### config.mk
export PLATFORM = sky130hd
export DESIGN_NAME = bcd_top
export DESIGN_NICKNAME = d
export VERILOG_FILES = /design/src/rtl/bcd_pkg.sv /design/src/rtl/bcd_sync.sv /design/src/rtl/bcd_top.sv
export SDC_FILE = /design/constraint.sdc
export NUM_CORES = 1
export LEC_CHECK = 0
export ABC_CLOCK_PERIOD_IN_PS = 4250
export BUFFER_PORTS_ARGS = -buffer_cell sky130_fd_sc_hd__buf_2
export CELL_PAD_IN_SITES_DETAIL_PLACEMENT = 0
export CELL_PAD_IN_SITES_GLOBAL_PLACEMENT = 1
export CORE_ASPECT_RATIO = 0.8
export CORE_MARGIN = 3
export CORE_UTILIZATION = 41
export CTS_BUF_LIST = sky130_fd_sc_hd__clkbuf_16
export DETAILED_ROUTE_END_ITERATION = 12
export GPL_TIMING_DRIVEN = 1
export PLACE_DENSITY = 0.92
export SLEW_MARGIN = 5
export SYNTH_ARGS = -nofsm -noshare
export SYNTH_HDL_FRONTEND = slang
export SYNTH_HIERARCHICAL = 1
export SYNTH_SLANG_ARGS = --single-unit
### constraint.sdc
create_clock -name CORE_CLK -period 4.25 [get_ports CORE_CLK]
set_input_delay 0.2125 -clock CORE_CLK [delete_from_list [all_inputs] [get_ports CORE_CLK]]
set_output_delay 0.2125 -clock CORE_CLK [all_outputs]
set_load 0.02 [all_outputs]
### src/rtl/bcd_pkg.sv
// Shared constants of the brake and command direction controller.
package bcd_pkg;

  // ----------------------------------------------------------------
  // Register offsets (byte addresses on APB).
  // ----------------------------------------------------------------
  localparam logic [7:0] OFF_BRK_SEL  = 8'h00;
  localparam logic [7:0] OFF_RES_OHM  = 8'h04;
  localparam logic [7:0] OFF_RES_PWR  = 8'h08;
  localparam logic [7:0] OFF_DECAY    = 8'h0C;
  localparam logic [7:0] OFF_INV_MASK = 8'h10;
  localparam logic [7:0] OFF_POS_SRC  = 8'h14;
  localparam logic [7:0] OFF_STATUS   = 8'h18;
  localparam logic [7:0] OFF_HEAT     = 8'h1C;
  localparam logic [7:0] OFF_CTRL     = 8'h20;

  // ----------------------------------------------------------------
  // Reset values.
  // ----------------------------------------------------------------
  localparam logic [15:0] RST_BRK_SEL  = 16'h0002;
  localparam logic [15:0] RST_RES_OHM  = 16'h0000;
  localparam logic [15:0] RST_RES_PWR  = 16'h0000;
  localparam logic [15:0] RST_DECAY    = 16'h0032;
  localparam logic [15:0] RST_INV_MASK = 16'h0000;
  localparam logic [15:0] RST_POS_SRC  = 16'h0000;
  localparam logic [15:0] RST_CTRL     = 16'h0000;

  // ----------------------------------------------------------------
  // Field positions.
  // ----------------------------------------------------------------
  localparam int INV_POS_BIT  = 0;
  localparam int INV_SPD_BIT  = 1;
  localparam int INV_TRQ_BIT  = 2;
  localparam int CTRL_V380    = 0;
  localparam int ST_BRAKE     = 0;
  localparam int ST_OVP       = 1;
  localparam int ST_HEAT_FULL = 2;
  localparam int ST_INHIBIT   = 3;

  // ----------------------------------------------------------------
  // Braking start modes and position sources.
  // ----------------------------------------------------------------
  localparam logic [15:0] BRK_NEVER = 16'h0000;
  localparam logic [15:0] BRK_DECEL = 16'h0001;
  localparam logic [15:0] BRK_ANY   = 16'h0002;
  localparam logic [15:0] BRK_REGEN = 16'h0003;
  localparam logic [15:0] SRC_PULSE = 16'h0000;
  localparam logic [15:0] SRC_PLAN  = 16'h0001;
  localparam logic [15:0] SRC_SWTCH = 16'h0002;
  localparam logic [15:0] SRC_ENC2  = 16'h0003;
  localparam logic [15:0] SRC_PADD  = 16'h0004;
  localparam logic [15:0] SRC_LABEL = 16'h0005;
  localparam logic [15:0] SRC_SINE  = 16'h0006;

  // ----------------------------------------------------------------
  // Bus voltage limits in volts and heat model timing.
  // ----------------------------------------------------------------
  localparam logic [15:0] VBUS_ON_220 = 16'd380;
  localparam logic [15:0] VBUS_ON_380 = 16'd680;
  localparam logic [15:0] DECAY_MAX   = 16'd100;
  localparam int          CLK_MHZ     = 200;
  localparam int          DECAY_MS    = 10000;
  localparam int          DECAY_STEPS = 100;
  localparam int          TICK_CYC    = DECAY_MS * 1000 / DECAY_STEPS
                                        * CLK_MHZ;
  localparam logic [15:0] HEAT_MAX    = 16'd10000;

endpackage

### src/rtl/bcd_sync.sv
// Three-stage input synchroniser with agreement filter per bit.
`timescale 1ns/1ps
module bcd_sync #(
  parameter int W = 3
) (
  input  wire logic         clk,
  input  wire logic         rst_n,
  input  wire logic         ce,
  input  wire logic [W-1:0] d,
  output logic      [W-1:0] q
);

  // ----------------------------------------------------------------
  // Per-bit chain; the first stage feeds only the second.
  // ----------------------------------------------------------------
  genvar i;
  generate
    for (i = 0; i < W; i++) begin : g_bit
      logic s1;
      logic s2;
      logic s3;
      // A change is taken only once stages two and three agree.
      always_ff @(posedge clk or negedge rst_n) begin
        if (!rst_n) begin
          s1   <= 1'b0;
          s2   <= 1'b0;
          s3   <= 1'b0;
          q[i] <= 1'b0;
        end else if (ce) begin
          s1 <= d[i];
          s2 <= s1;
          s3 <= s2;
          if (s2 == s3) begin
            q[i] <= s3;
          end
        end
      end
    end
  endgenerate

endmodule

### src/rtl/bcd_top.sv
// Dynamic brake control, resistor heat model and command direction.
`timescale 1ns/1ps
module bcd_top #(
  parameter int          CMD_W      = 32,
  parameter bit          PULSE_PORT = 1'b0,
  parameter int          TICK_CYC   = bcd_pkg::TICK_CYC,
  parameter logic [15:0] HEAT_RISE  = 16'd200,
  parameter logic [15:0] OVP_220    = 16'd420,
  parameter logic [15:0] OVP_380    = 16'd760
) (
  input  wire logic             CORE_CLK,
  input  wire logic             RST_N,
  input  wire logic             CE,
  input  wire logic             PSEL,
  input  wire logic             PENABLE,
  input  wire logic             PWRITE,
  input  wire logic [7:0]       PADDR,
  input  wire logic [31:0]      PWDATA,
  output logic      [31:0]      PRDATA,
  output logic                  PREADY,
  output logic                  PSLVERR,
  input  wire logic [15:0]      VBUS,
  input  wire logic             DECEL,
  input  wire logic             REGEN,
  input  wire logic             SRC_SWITCH_IN,
  input  wire logic             POS_INHIBIT_IN,
  input  wire logic             POS_INVERT_IN,
  input  wire logic [CMD_W-1:0] PULSE_CMD,
  input  wire logic [CMD_W-1:0] PLAN_CMD,
  input  wire logic [CMD_W-1:0] ENC2_CMD,
  input  wire logic [CMD_W-1:0] LABEL_CMD,
  input  wire logic [CMD_W-1:0] SINE_CMD,
  input  wire logic [CMD_W-1:0] SPD_CMD,
  input  wire logic [CMD_W-1:0] TRQ_CMD,
  output logic      [CMD_W-1:0] POS_OUT,
  output logic      [CMD_W-1:0] SPD_OUT,
  output logic      [CMD_W-1:0] TRQ_OUT,
  output logic                  BRAKE_ON,
  output logic                  OVP_FAULT
);

  // ----------------------------------------------------------------
  // Declarations.
  // ----------------------------------------------------------------
  logic [15:0]      brake_start_select;
  logic [15:0]      brake_resistor_ohms;
  logic [15:0]      brake_resistor_max_power;
  logic [15:0]      brake_heat_decay_coeff;
  logic [15:0]      command_invert_mask;
  logic [15:0]      position_cmd_source;
  logic [15:0]      ctrl;
  logic [15:0]      heat;
  logic [31:0]      tick_cnt;
  logic             tick;
  logic [2:0]       in_sync;
  logic             source_switch_input;
  logic             position_cmd_inhibit_input;
  logic             position_cmd_invert_input;
  logic             wr_en;
  logic             rd_setup;
  logic [31:0]      next_rdata;
  logic             next_err;
  logic [15:0]      on_lim;
  logic [15:0]      ovp_lim;
  logic             over;
  logic             next_brake;
  logic             ovp_clr;
  logic [CMD_W-1:0] pulse;
  logic [CMD_W-1:0] pos_sel;
  logic             pos_neg;
  logic [15:0]      status;

  // ----------------------------------------------------------------
  // Pin inputs pass the three-stage synchroniser.
  // ----------------------------------------------------------------
  bcd_sync #(
    .W (3)
  ) u_sync (
    .clk   (CORE_CLK),
    .rst_n (RST_N),
    .ce    (CE),
    .d     ({POS_INVERT_IN, POS_INHIBIT_IN, SRC_SWITCH_IN}),
    .q     (in_sync)
  );
  assign source_switch_input        = in_sync[0];
  assign position_cmd_inhibit_input = in_sync[1];
  assign position_cmd_invert_input  = in_sync[2];

  // ----------------------------------------------------------------
  // APB slave. Zero wait states while enabled; a frozen block holds
  // the transfer in its access phase so no write is lost.
  // ----------------------------------------------------------------
  assign PREADY   = CE;
  assign wr_en    = PSEL && PENABLE && PWRITE && CE;
  assign rd_setup = PSEL && !PENABLE && CE;
  assign ovp_clr  = wr_en && (PADDR == bcd_pkg::OFF_STATUS)
                    && PWDATA[bcd_pkg::ST_OVP];

  // Status word assembled from live block state.
  assign status = {12'h000, position_cmd_inhibit_input,
                   heat == bcd_pkg::HEAT_MAX, OVP_FAULT, BRAKE_ON};

  // Read mux; unmapped addresses answer zero with an error.
  always_comb begin
    next_rdata = 32'h0000_0000;
    next_err   = 1'b0;
    if (PADDR == bcd_pkg::OFF_BRK_SEL) begin
      next_rdata[15:0] = brake_start_select;
    end else if (PADDR == bcd_pkg::OFF_RES_OHM) begin
      next_rdata[15:0] = brake_resistor_ohms;
    end else if (PADDR == bcd_pkg::OFF_RES_PWR) begin
      next_rdata[15:0] = brake_resistor_max_power;
    end else if (PADDR == bcd_pkg::OFF_DECAY) begin
      next_rdata[15:0] = brake_heat_decay_coeff;
    end else if (PADDR == bcd_pkg::OFF_INV_MASK) begin
      next_rdata[15:0] = command_invert_mask;
    end else if (PADDR == bcd_pkg::OFF_POS_SRC) begin
      next_rdata[15:0] = position_cmd_source;
    end else if (PADDR == bcd_pkg::OFF_STATUS) begin
      next_rdata[15:0] = status;
    end else if (PADDR == bcd_pkg::OFF_HEAT) begin
      next_rdata[15:0] = heat;
    end else if (PADDR == bcd_pkg::OFF_CTRL) begin
      next_rdata[15:0] = ctrl;
    end else begin
      next_err = 1'b1;
    end
  end

  // Read data and error are latched in the setup cycle.
  always_ff @(posedge CORE_CLK or negedge RST_N) begin
    if (!RST_N) begin
      PRDATA  <= 32'h0000_0000;
      PSLVERR <= 1'b0;
    end else if (rd_setup) begin
      PRDATA  <= next_rdata;
      PSLVERR <= next_err;
    end
  end

  // Settings registers; a write acts from the next cycle on.
  always_ff @(posedge CORE_CLK or negedge RST_N) begin
    if (!RST_N) begin
      brake_start_select       <= bcd_pkg::RST_BRK_SEL;
      brake_resistor_ohms      <= bcd_pkg::RST_RES_OHM;
      brake_resistor_max_power <= bcd_pkg::RST_RES_PWR;
      brake_heat_decay_coeff   <= bcd_pkg::RST_DECAY;
      command_invert_mask      <= bcd_pkg::RST_INV_MASK;
      position_cmd_source      <= bcd_pkg::RST_POS_SRC;
      ctrl                     <= bcd_pkg::RST_CTRL;
    end else if (wr_en) begin
      if (PADDR == bcd_pkg::OFF_BRK_SEL) begin
        brake_start_select <= PWDATA[15:0];
      end else if (PADDR == bcd_pkg::OFF_RES_OHM) begin
        brake_resistor_ohms <= PWDATA[15:0];
      end else if (PADDR == bcd_pkg::OFF_RES_PWR) begin
        brake_resistor_max_power <= PWDATA[15:0];
      end else if (PADDR == bcd_pkg::OFF_DECAY) begin
        // Values above full scale are clipped to full scale.
        brake_heat_decay_coeff <= (PWDATA[15:0] > bcd_pkg::DECAY_MAX)
                                  ? bcd_pkg::DECAY_MAX : PWDATA[15:0];
      end else if (PADDR == bcd_pkg::OFF_INV_MASK) begin
        command_invert_mask <= PWDATA[15:0];
      end else if (PADDR == bcd_pkg::OFF_POS_SRC) begin
        position_cmd_source <= PWDATA[15:0];
      end else if (PADDR == bcd_pkg::OFF_CTRL) begin
        ctrl <= PWDATA[15:0];
      end
    end
  end

  // ----------------------------------------------------------------
  // Dynamic braking.
  // ----------------------------------------------------------------
  assign on_lim  = ctrl[bcd_pkg::CTRL_V380] ? bcd_pkg::VBUS_ON_380
                                            : bcd_pkg::VBUS_ON_220;
  assign ovp_lim = ctrl[bcd_pkg::CTRL_V380] ? OVP_380 : OVP_220;
  assign over    = VBUS > on_lim;

  // Mode gate on the overvoltage condition.
  always_comb begin
    case (brake_start_select)
      bcd_pkg::BRK_NEVER: next_brake = 1'b0;
      bcd_pkg::BRK_DECEL: next_brake = over && DECEL;
      bcd_pkg::BRK_ANY:   next_brake = over;
      bcd_pkg::BRK_REGEN: next_brake = over && REGEN;
      default:            next_brake = 1'b0;
    endcase
  end

  // Brake output registered so mode changes land on the next cycle.
  always_ff @(posedge CORE_CLK or negedge RST_N) begin
    if (!RST_N) begin
      BRAKE_ON <= 1'b0;
    end else if (CE) begin
      BRAKE_ON <= next_brake;
    end
  end

  // Sticky overvoltage fault; a new event beats a clear.
  always_ff @(posedge CORE_CLK or negedge RST_N) begin
    if (!RST_N) begin
      OVP_FAULT <= 1'b0;
    end else if (CE) begin
      if (VBUS > ovp_lim) begin
        OVP_FAULT <= 1'b1;
      end else if (ovp_clr) begin
        OVP_FAULT <= 1'b0;
      end
    end
  end

  // ----------------------------------------------------------------
  // Resistor heat model. Heat rises while braking and falls by the
  // coefficient each tick, so 100 takes full heat to zero in 10 s.
  // ----------------------------------------------------------------
  assign tick = tick_cnt == 32'(TICK_CYC - 1);

  always_ff @(posedge CORE_CLK or negedge RST_N) begin
    if (!RST_N) begin
      tick_cnt <= 32'h0000_0000;
    end else if (CE) begin
      tick_cnt <= tick ? 32'h0000_0000 : tick_cnt + 32'h0000_0001;
    end
  end

  // Saturating heat accumulator; braking wins over decay.
  always_ff @(posedge CORE_CLK or negedge RST_N) begin
    if (!RST_N) begin
      heat <= 16'h0000;
    end else if (CE && tick) begin
      if (BRAKE_ON) begin
        heat <= (bcd_pkg::HEAT_MAX - heat < HEAT_RISE)
                ? bcd_pkg::HEAT_MAX : heat + HEAT_RISE;
      end else if (heat > brake_heat_decay_coeff) begin
        heat <= heat - brake_heat_decay_coeff;
      end else begin
        heat <= 16'h0000;
      end
    end
  end

  // ----------------------------------------------------------------
  // Position command source. Without a pulse port the pulse path is
  // forced to zero and pulse-only sources fall back to the planner.
  // ----------------------------------------------------------------
  assign pulse = PULSE_PORT ? PULSE_CMD : '0;

  always_comb begin
    case (position_cmd_source)
      bcd_pkg::SRC_PULSE: begin
        pos_sel = PULSE_PORT ? pulse : PLAN_CMD;
      end
      bcd_pkg::SRC_PLAN: begin
        pos_sel = PLAN_CMD;
      end
      bcd_pkg::SRC_SWTCH: begin
        pos_sel = (source_switch_input || !PULSE_PORT)
                  ? PLAN_CMD : pulse;
      end
      bcd_pkg::SRC_ENC2: begin
        pos_sel = pulse + ENC2_CMD;
      end
      bcd_pkg::SRC_PADD: begin
        pos_sel = pulse + PLAN_CMD;
      end
      bcd_pkg::SRC_LABEL: begin
        pos_sel = LABEL_CMD;
      end
      bcd_pkg::SRC_SINE: begin
        pos_sel = SINE_CMD;
      end
      default: begin
        pos_sel = '0;
      end
    endcase
  end

  // Mask bit and invert input both negate; together they cancel.
  assign pos_neg = command_invert_mask[bcd_pkg::INV_POS_BIT]
                   ^ position_cmd_invert_input;

  // Commands sampled and negated in one cycle, then registered.
  always_ff @(posedge CORE_CLK or negedge RST_N) begin
    if (!RST_N) begin
      POS_OUT <= '0;
      SPD_OUT <= '0;
      TRQ_OUT <= '0;
    end else if (CE) begin
      if (position_cmd_inhibit_input) begin
        POS_OUT <= '0;
      end else begin
        POS_OUT <= pos_neg ? -pos_sel : pos_sel;
      end
      SPD_OUT <= command_invert_mask[bcd_pkg::INV_SPD_BIT]
                 ? -SPD_CMD : SPD_CMD;
      TRQ_OUT <= command_invert_mask[bcd_pkg::INV_TRQ_BIT]
                 ? -TRQ_CMD : TRQ_CMD;
    end
  end
endmodule

# Word-level counts from Yosys, hierarchy flattened
# Cells that the tools add are included.
classes:
  n_reduce_logical: 25
  addsub: 7
  bitwise: 7
  eq_ne: 21
  mux: 33
  n_lt_le_gt_ge: 5
ops:
  columns: ["operator", "count"]
  rows:
  - ["16-bit two-way mux", 13]
  - ["32-bit two-way mux", 5]
  - ["32-bit one-hot mux with 4 select lines", 1]
  - ["32-bit negation", 3]
  - ["16-bit by 2-bit == test with 1-bit output (second input constant)", 4]
  - ["16-bit by 3-bit == test with 1-bit output (second input constant)", 3]
  - ["32-bit by 1-bit adder with 32-bit output (second input constant)", 1]
  - ["16-bit by 1-bit == test with 1-bit output (second input constant)", 2]
  - ["32-bit by 25-bit == test with 1-bit output (second input constant)", 1]
  - ["8-bit by 5-bit == test with 1-bit output (second input constant)", 4]
  - ["16-bit by 10-bit > comparator with 1-bit output", 2]
  - ["10-bit two-way mux", 2]
  - ["16-bit by 8-bit adder with 16-bit output (second input constant)", 1]
  - ["16-bit by 14-bit == test with 1-bit output (second input constant)", 1]
  - ["8-bit by 4-bit == test with 1-bit output (second input constant)", 2]
  - ["16-bit > comparator", 1]
  - ["16-bit by 7-bit > comparator with 1-bit output (second input constant)", 1]
  - ["16-bit zero test", 1]
  - ["16-bit by 8-bit less-than comparator with 1-bit output (second input constant)", 1]
  - ["14-bit by 16-bit subtractor with 16-bit output (first input constant)", 1]
  - ["16-bit subtractor", 1]
  - ["1-bit two-way mux", 11]
  - ["1-bit logical AND", 10]
  - ["8-bit by 3-bit == test with 1-bit output (second input constant)", 1]
  - ["16 further kinds", 25]
totals:
  input_bits: 291
  output_inout_bits: 132
  elab_cells: 122
  ff_bits: 283

# Logic depth before layout (Yosys ltp)
logic_depth:
  ltp_word: 10
  mapped_depth: 15

# Modules after synthesis
# The synthesis kept the hierarchy.
by_module_without_submodules:
  columns: ["mod", "cells_each", "instances", "area_per_inst_um2"]
  rows:
  - ["bcd_top", 1712, 1, 16325.7]
  - ["bcd_sync", 36, 1, 513.0]

# Worst setup path after synthesis
# Ideal clock, no wire load.
synth_timing:
  path_kind: "reg-to-reg"
  from: "register position_cmd_source[12]"
  to: "register POS_OUT[14]"
  period_less_slack_ps: 3322
  slack_ps: 928
  setup_time_ps: 121
  required_ps: 4129
  n_path_buf: 3
  path_stages_with_launch: 16
  arrival_time_ps: 3201
  path_cell_list: "dfrtp_1 > or4_1 > buf_4 > nor4_4 > buf_2 > buf_2 > a22oi_1 > nand2_1 > inv_1 > ha_1 > and2_1 > nand4_1 > nand3b_1 > o31ai_1 > xnor2_1 > a22o_1"
synth_via:
  elab_chain_cells: 6
  elab_cells_between_ends: 12
  classes_between: "1 x add/sub; 6 x eq/ne; 3 x mux; 2 x reduce/logical"
synth_lines:
  columns: ["element", "line", "rtl"]
  rows:
  - ["from (decl)", "bcd_top.sv:50", "logic [15:0] position_cmd_source;"]
  - ["from (signal assigned)", "bcd_top.sv:149", "position_cmd_source <= bcd_pkg::RST_POS_SRC;"]
  - ["from (signal assigned)", "bcd_top.sv:165", "position_cmd_source <= PWDATA[15:0];"]
  - ["16-bit by 3-bit == test with 1-bit output (tied with other cells)", "bcd_top.sv:250", "case (position_cmd_source)"]
  - ["4-bit OR reduction (no line)", null, null]
  - ["32-bit one-hot mux with 4 select lines *", "bcd_top.sv:250", null]
  - ["32-bit negation", "bcd_top.sv:293", "POS_OUT <= pos_neg ? -pos_sel : pos_sel;"]
  - ["32-bit two-way mux *", "bcd_top.sv:293", null]
  - ["32-bit two-way mux *", "bcd_top.sv:290", "if (position_cmd_inhibit_input) begin"]
  - ["to (signal assigned)", "bcd_top.sv:293", null]
  - ["to (decl)", "bcd_top.sv:35", "output logic [CMD_W-1:0] POS_OUT,"]
# Every way passes the cells marked *; elsewhere a longest branch is shown, timed or not.
# A chain may end at the register's enable or synchronous reset.

# Worst setup path in the final report
layout_timing:
  from: "register position_cmd_source[12]"
  to: "register POS_OUT[24]"
# The elaborated chain is that of the path after synthesis.

==> results.sh <==
export IMPL_status="complete, no violations"
export IMPL_path_cells="or4_1 > nor4_4 > buf_4 > a222oi_1 > and2_1 > nand4_1 > nor3_1 > or4_1 > nand3_1"
export IMPL_critical_path_required_ns=4.75
export IMPL_areaGrowthSynthToFinish_pct=24.6
export IMPL_grt_pass1_wl_mm=86.3
export IMPL_max_stage_delay_ns=0.86
export IMPL_clockBufferDepth=3
export IMPL_crit_path_end_kind="flip-flop"
export IMPL_route_met3_wl_mm=4.60
export IMPL_finalNetCount=2456
export IMPL_hpwlAfterDp_mm=40.3
export IMPL_syn_cell_area_sq_um=16700
export IMPL_port_buffers=357
export IMPL_drc=0
export IMPL_tns_ns=0
export IMPL_worstPathMaxFanout=17
export IMPL_drt_met1_wl_mm=24.2
export IMPL_rsz0062_at_grt="no"
export IMPL_r2r_cells=9
export IMPL_drive_above_1_share_pct=26.8
export IMPL_grt_pass1_vias=15300
export IMPL_root_buffer="clkbuf_16"
export IMPL_ctsHtreeMaxLevel=1
export IMPL_cts_setup_buffers=0
export IMPL_antenna_left=0
export IMPL_drt_vias_per_instance=5.83
export IMPL_antenna_found_initial=9
export IMPL_p_leak_uw=0.00953
export IMPL_cts_buffers=30
export IMPL_clock_latency_ns=0.59
export IMPL_postLayoutCoreUtil_pct=52.2
export IMPL_startpoint_type="flip-flop"
export IMPL_clock_sinks=283
export IMPL_avgSynthCellArea_sq_um=9.60
export IMPL_grt_max_degree=146
export IMPL_fin_hold_ws_ns=0.0201
export IMPL_crit_family="simple AND/OR/NAND/NOR gates"
export IMPL_grtUsageTotal_pct=24.5
export IMPL_min_delay_start="SPD_CMD[21]"
export IMPL_grt_ovfl_total=0
export IMPL_die_w_um=231
export IMPL_cp_data_arrival_time_ns=4.52
export IMPL_ff2ff_setup_slack_ns=0.23
export IMPL_p_per_area_nw_per_um2=363
export IMPL_fmax_mhz=249
export IMPL_wire_per_inst_um=20.4
export IMPL_fin_skew_ns=0.0246
export IMPL_critPathBufInv=1
export IMPL_peakVddDrop_mv=0.360
export IMPL_path_common_cell="or4_1"
export IMPL_post_route_period_util_pct=94.5
export IMPL_gp_congestion=0.926
export IMPL_dpl_cell_count=2567
export IMPL_drt_iter0_markers=1600
export IMPL_clkTransAtPathRegs_ns=0.06
export IMPL_die_y_um=186
export IMPL_nFillCells=3587
export IMPL_crit_type="reg -> reg"
export IMPL_drt_pass1_iterations=7
export IMPL_worst_path_stages=9
export IMPL_period_minus_slack_ns=4.02
export IMPL_core_sq_um=39800
export IMPL_slew_violations=0
export IMPL_wl_mm=55.1
export IMPL_fp_dieArea_sq_um=43200
export IMPL_final_hold_viol_count=0
export IMPL_vias=15700
export IMPL_io_pin_count=423
export IMPL_synthCells=1738
export IMPL_cts_tree="done"
export IMPL_holdPathStages=3
export IMPL_yosysWarnings=6
export IMPL_maxSlewHeadroom_pct=25.0
export IMPL_r2r_start="position_cmd_source[12]"
export IMPL_final_setup_viol_count=0
export IMPL_slowest_stage="nor4_4"
export IMPL_tightest_slew_ns=1.12
export IMPL_highest_layer="met4"
export IMPL_initial_core_util_pct=41.9
export IMPL_final_cells=2700
export IMPL_dr_wl_met2_mm=24.9
export IMPL_hold_class="in -> reg"
export IMPL_cp_startpoint="position_cmd_source[12]"
export IMPL_drv_cap=0
export IMPL_rows=65
==> report_power, final <==
group	leakage, uW	internal, uW	switching (uW)
Sequential	0.00360	2930	189
Clock	0.000529	1700	1140
Combinational	0.00540	624	957
Total	0.00953	5250	2290
==> path summary, 6_finish.rpt <==
kind	end
worst max register to register	POS_OUT[24]
max in group asynchronous	ctrl[3]
worst max-delay path	POS_OUT[24]
worst min-delay path	SPD_OUT[21]
min in group asynchronous	tick_cnt[18]
worst min register to register	PRDATA[10]
==> through the flow <==
step	setup slack [ns]	power [uW]	cell area, sq um
after floorplan	0.928	4040	16700
after global placement	0.346	4640	19000
after detailed placement	0.274	4670	19000
after CTS	0.237	7570	20700
after global routing	0.0117	7840	20800
final	0.234	7540	20800
==> registers in the layout, indices dropped and copies added (netlist names), 2 cells and up <==
register,cells
POS_OUT,32
SPD_OUT,32
TRQ_OUT,32
tick_cnt,32
PRDATA,16
brake_heat_decay_coeff,16
brake_resistor_max_power,16
brake_resistor_ohms,16
brake_start_select,16
command_invert_mask,16
ctrl,16
heat,16
position_cmd_source,16
u_sync/g_bit.s1,2
u_sync/g_bit.s2,2
u_sync/g_bit.s3,2
u_sync/q,2
==> area by class of cell <==
cell class / instances / area (sq um) / area share [%]
well taps: 536 / 671 / 3.23
clock buffers: 30 / 751 / 3.61
clock inverters: 24 / 292 / 1.40
inverters: 53 / 199 / 0.957
flip-flops and latches: 283 / 7090 / 34.1
repair buffers: 463 / 2810 / 13.5
diodes: 9 / 22.5 / 0.108
multi-input cells: 1302 / 8950 / 43.1
==> tightest hold or removal path, cell delays in order <==
cell     delay, ns
buf_2         0.10
xnor2_1       0.12
mux2_2        0.14
==> cell usage in the layout, fill, tap and decap left out, types with 20 or more instances in the layout <==
cell / instances
buf_2: 355
dfrtp_1: 279
nor2_1: 145
nand2_1: 136
a21oi_1: 108
mux2_2: 102
o21ai_0: 87
xor2_1: 78
dlygate4sd3_1: 70
inv_1: 57
xnor2_1: 49
nand3_1: 43
nor3_1: 41
a22o_1: 37
buf_4: 34
o31ai_1: 32
ha_1: 31
clkbuf_16: 30
a221o_1: 27
nor4_1: 25
nand2b_1: 20
==> layer usage <==
metal | GRT usage (%) | vias up
li1 | - | 7208
met1 | 35.3 | 7729
met2 | 38.6 | 721
met3 | 3.82 | 88
met4 | 6.24 | 0
met5 | 0 | -
==> repair_timing <==
item / CTS / global route
endpoints found under the setup margin: 0 / 3
hold buffers: 70 / 0
endpoints found under the hold margin: 174 / 0
gates resized for setup: 0 / 1
(Power assumes the default switching activity.)
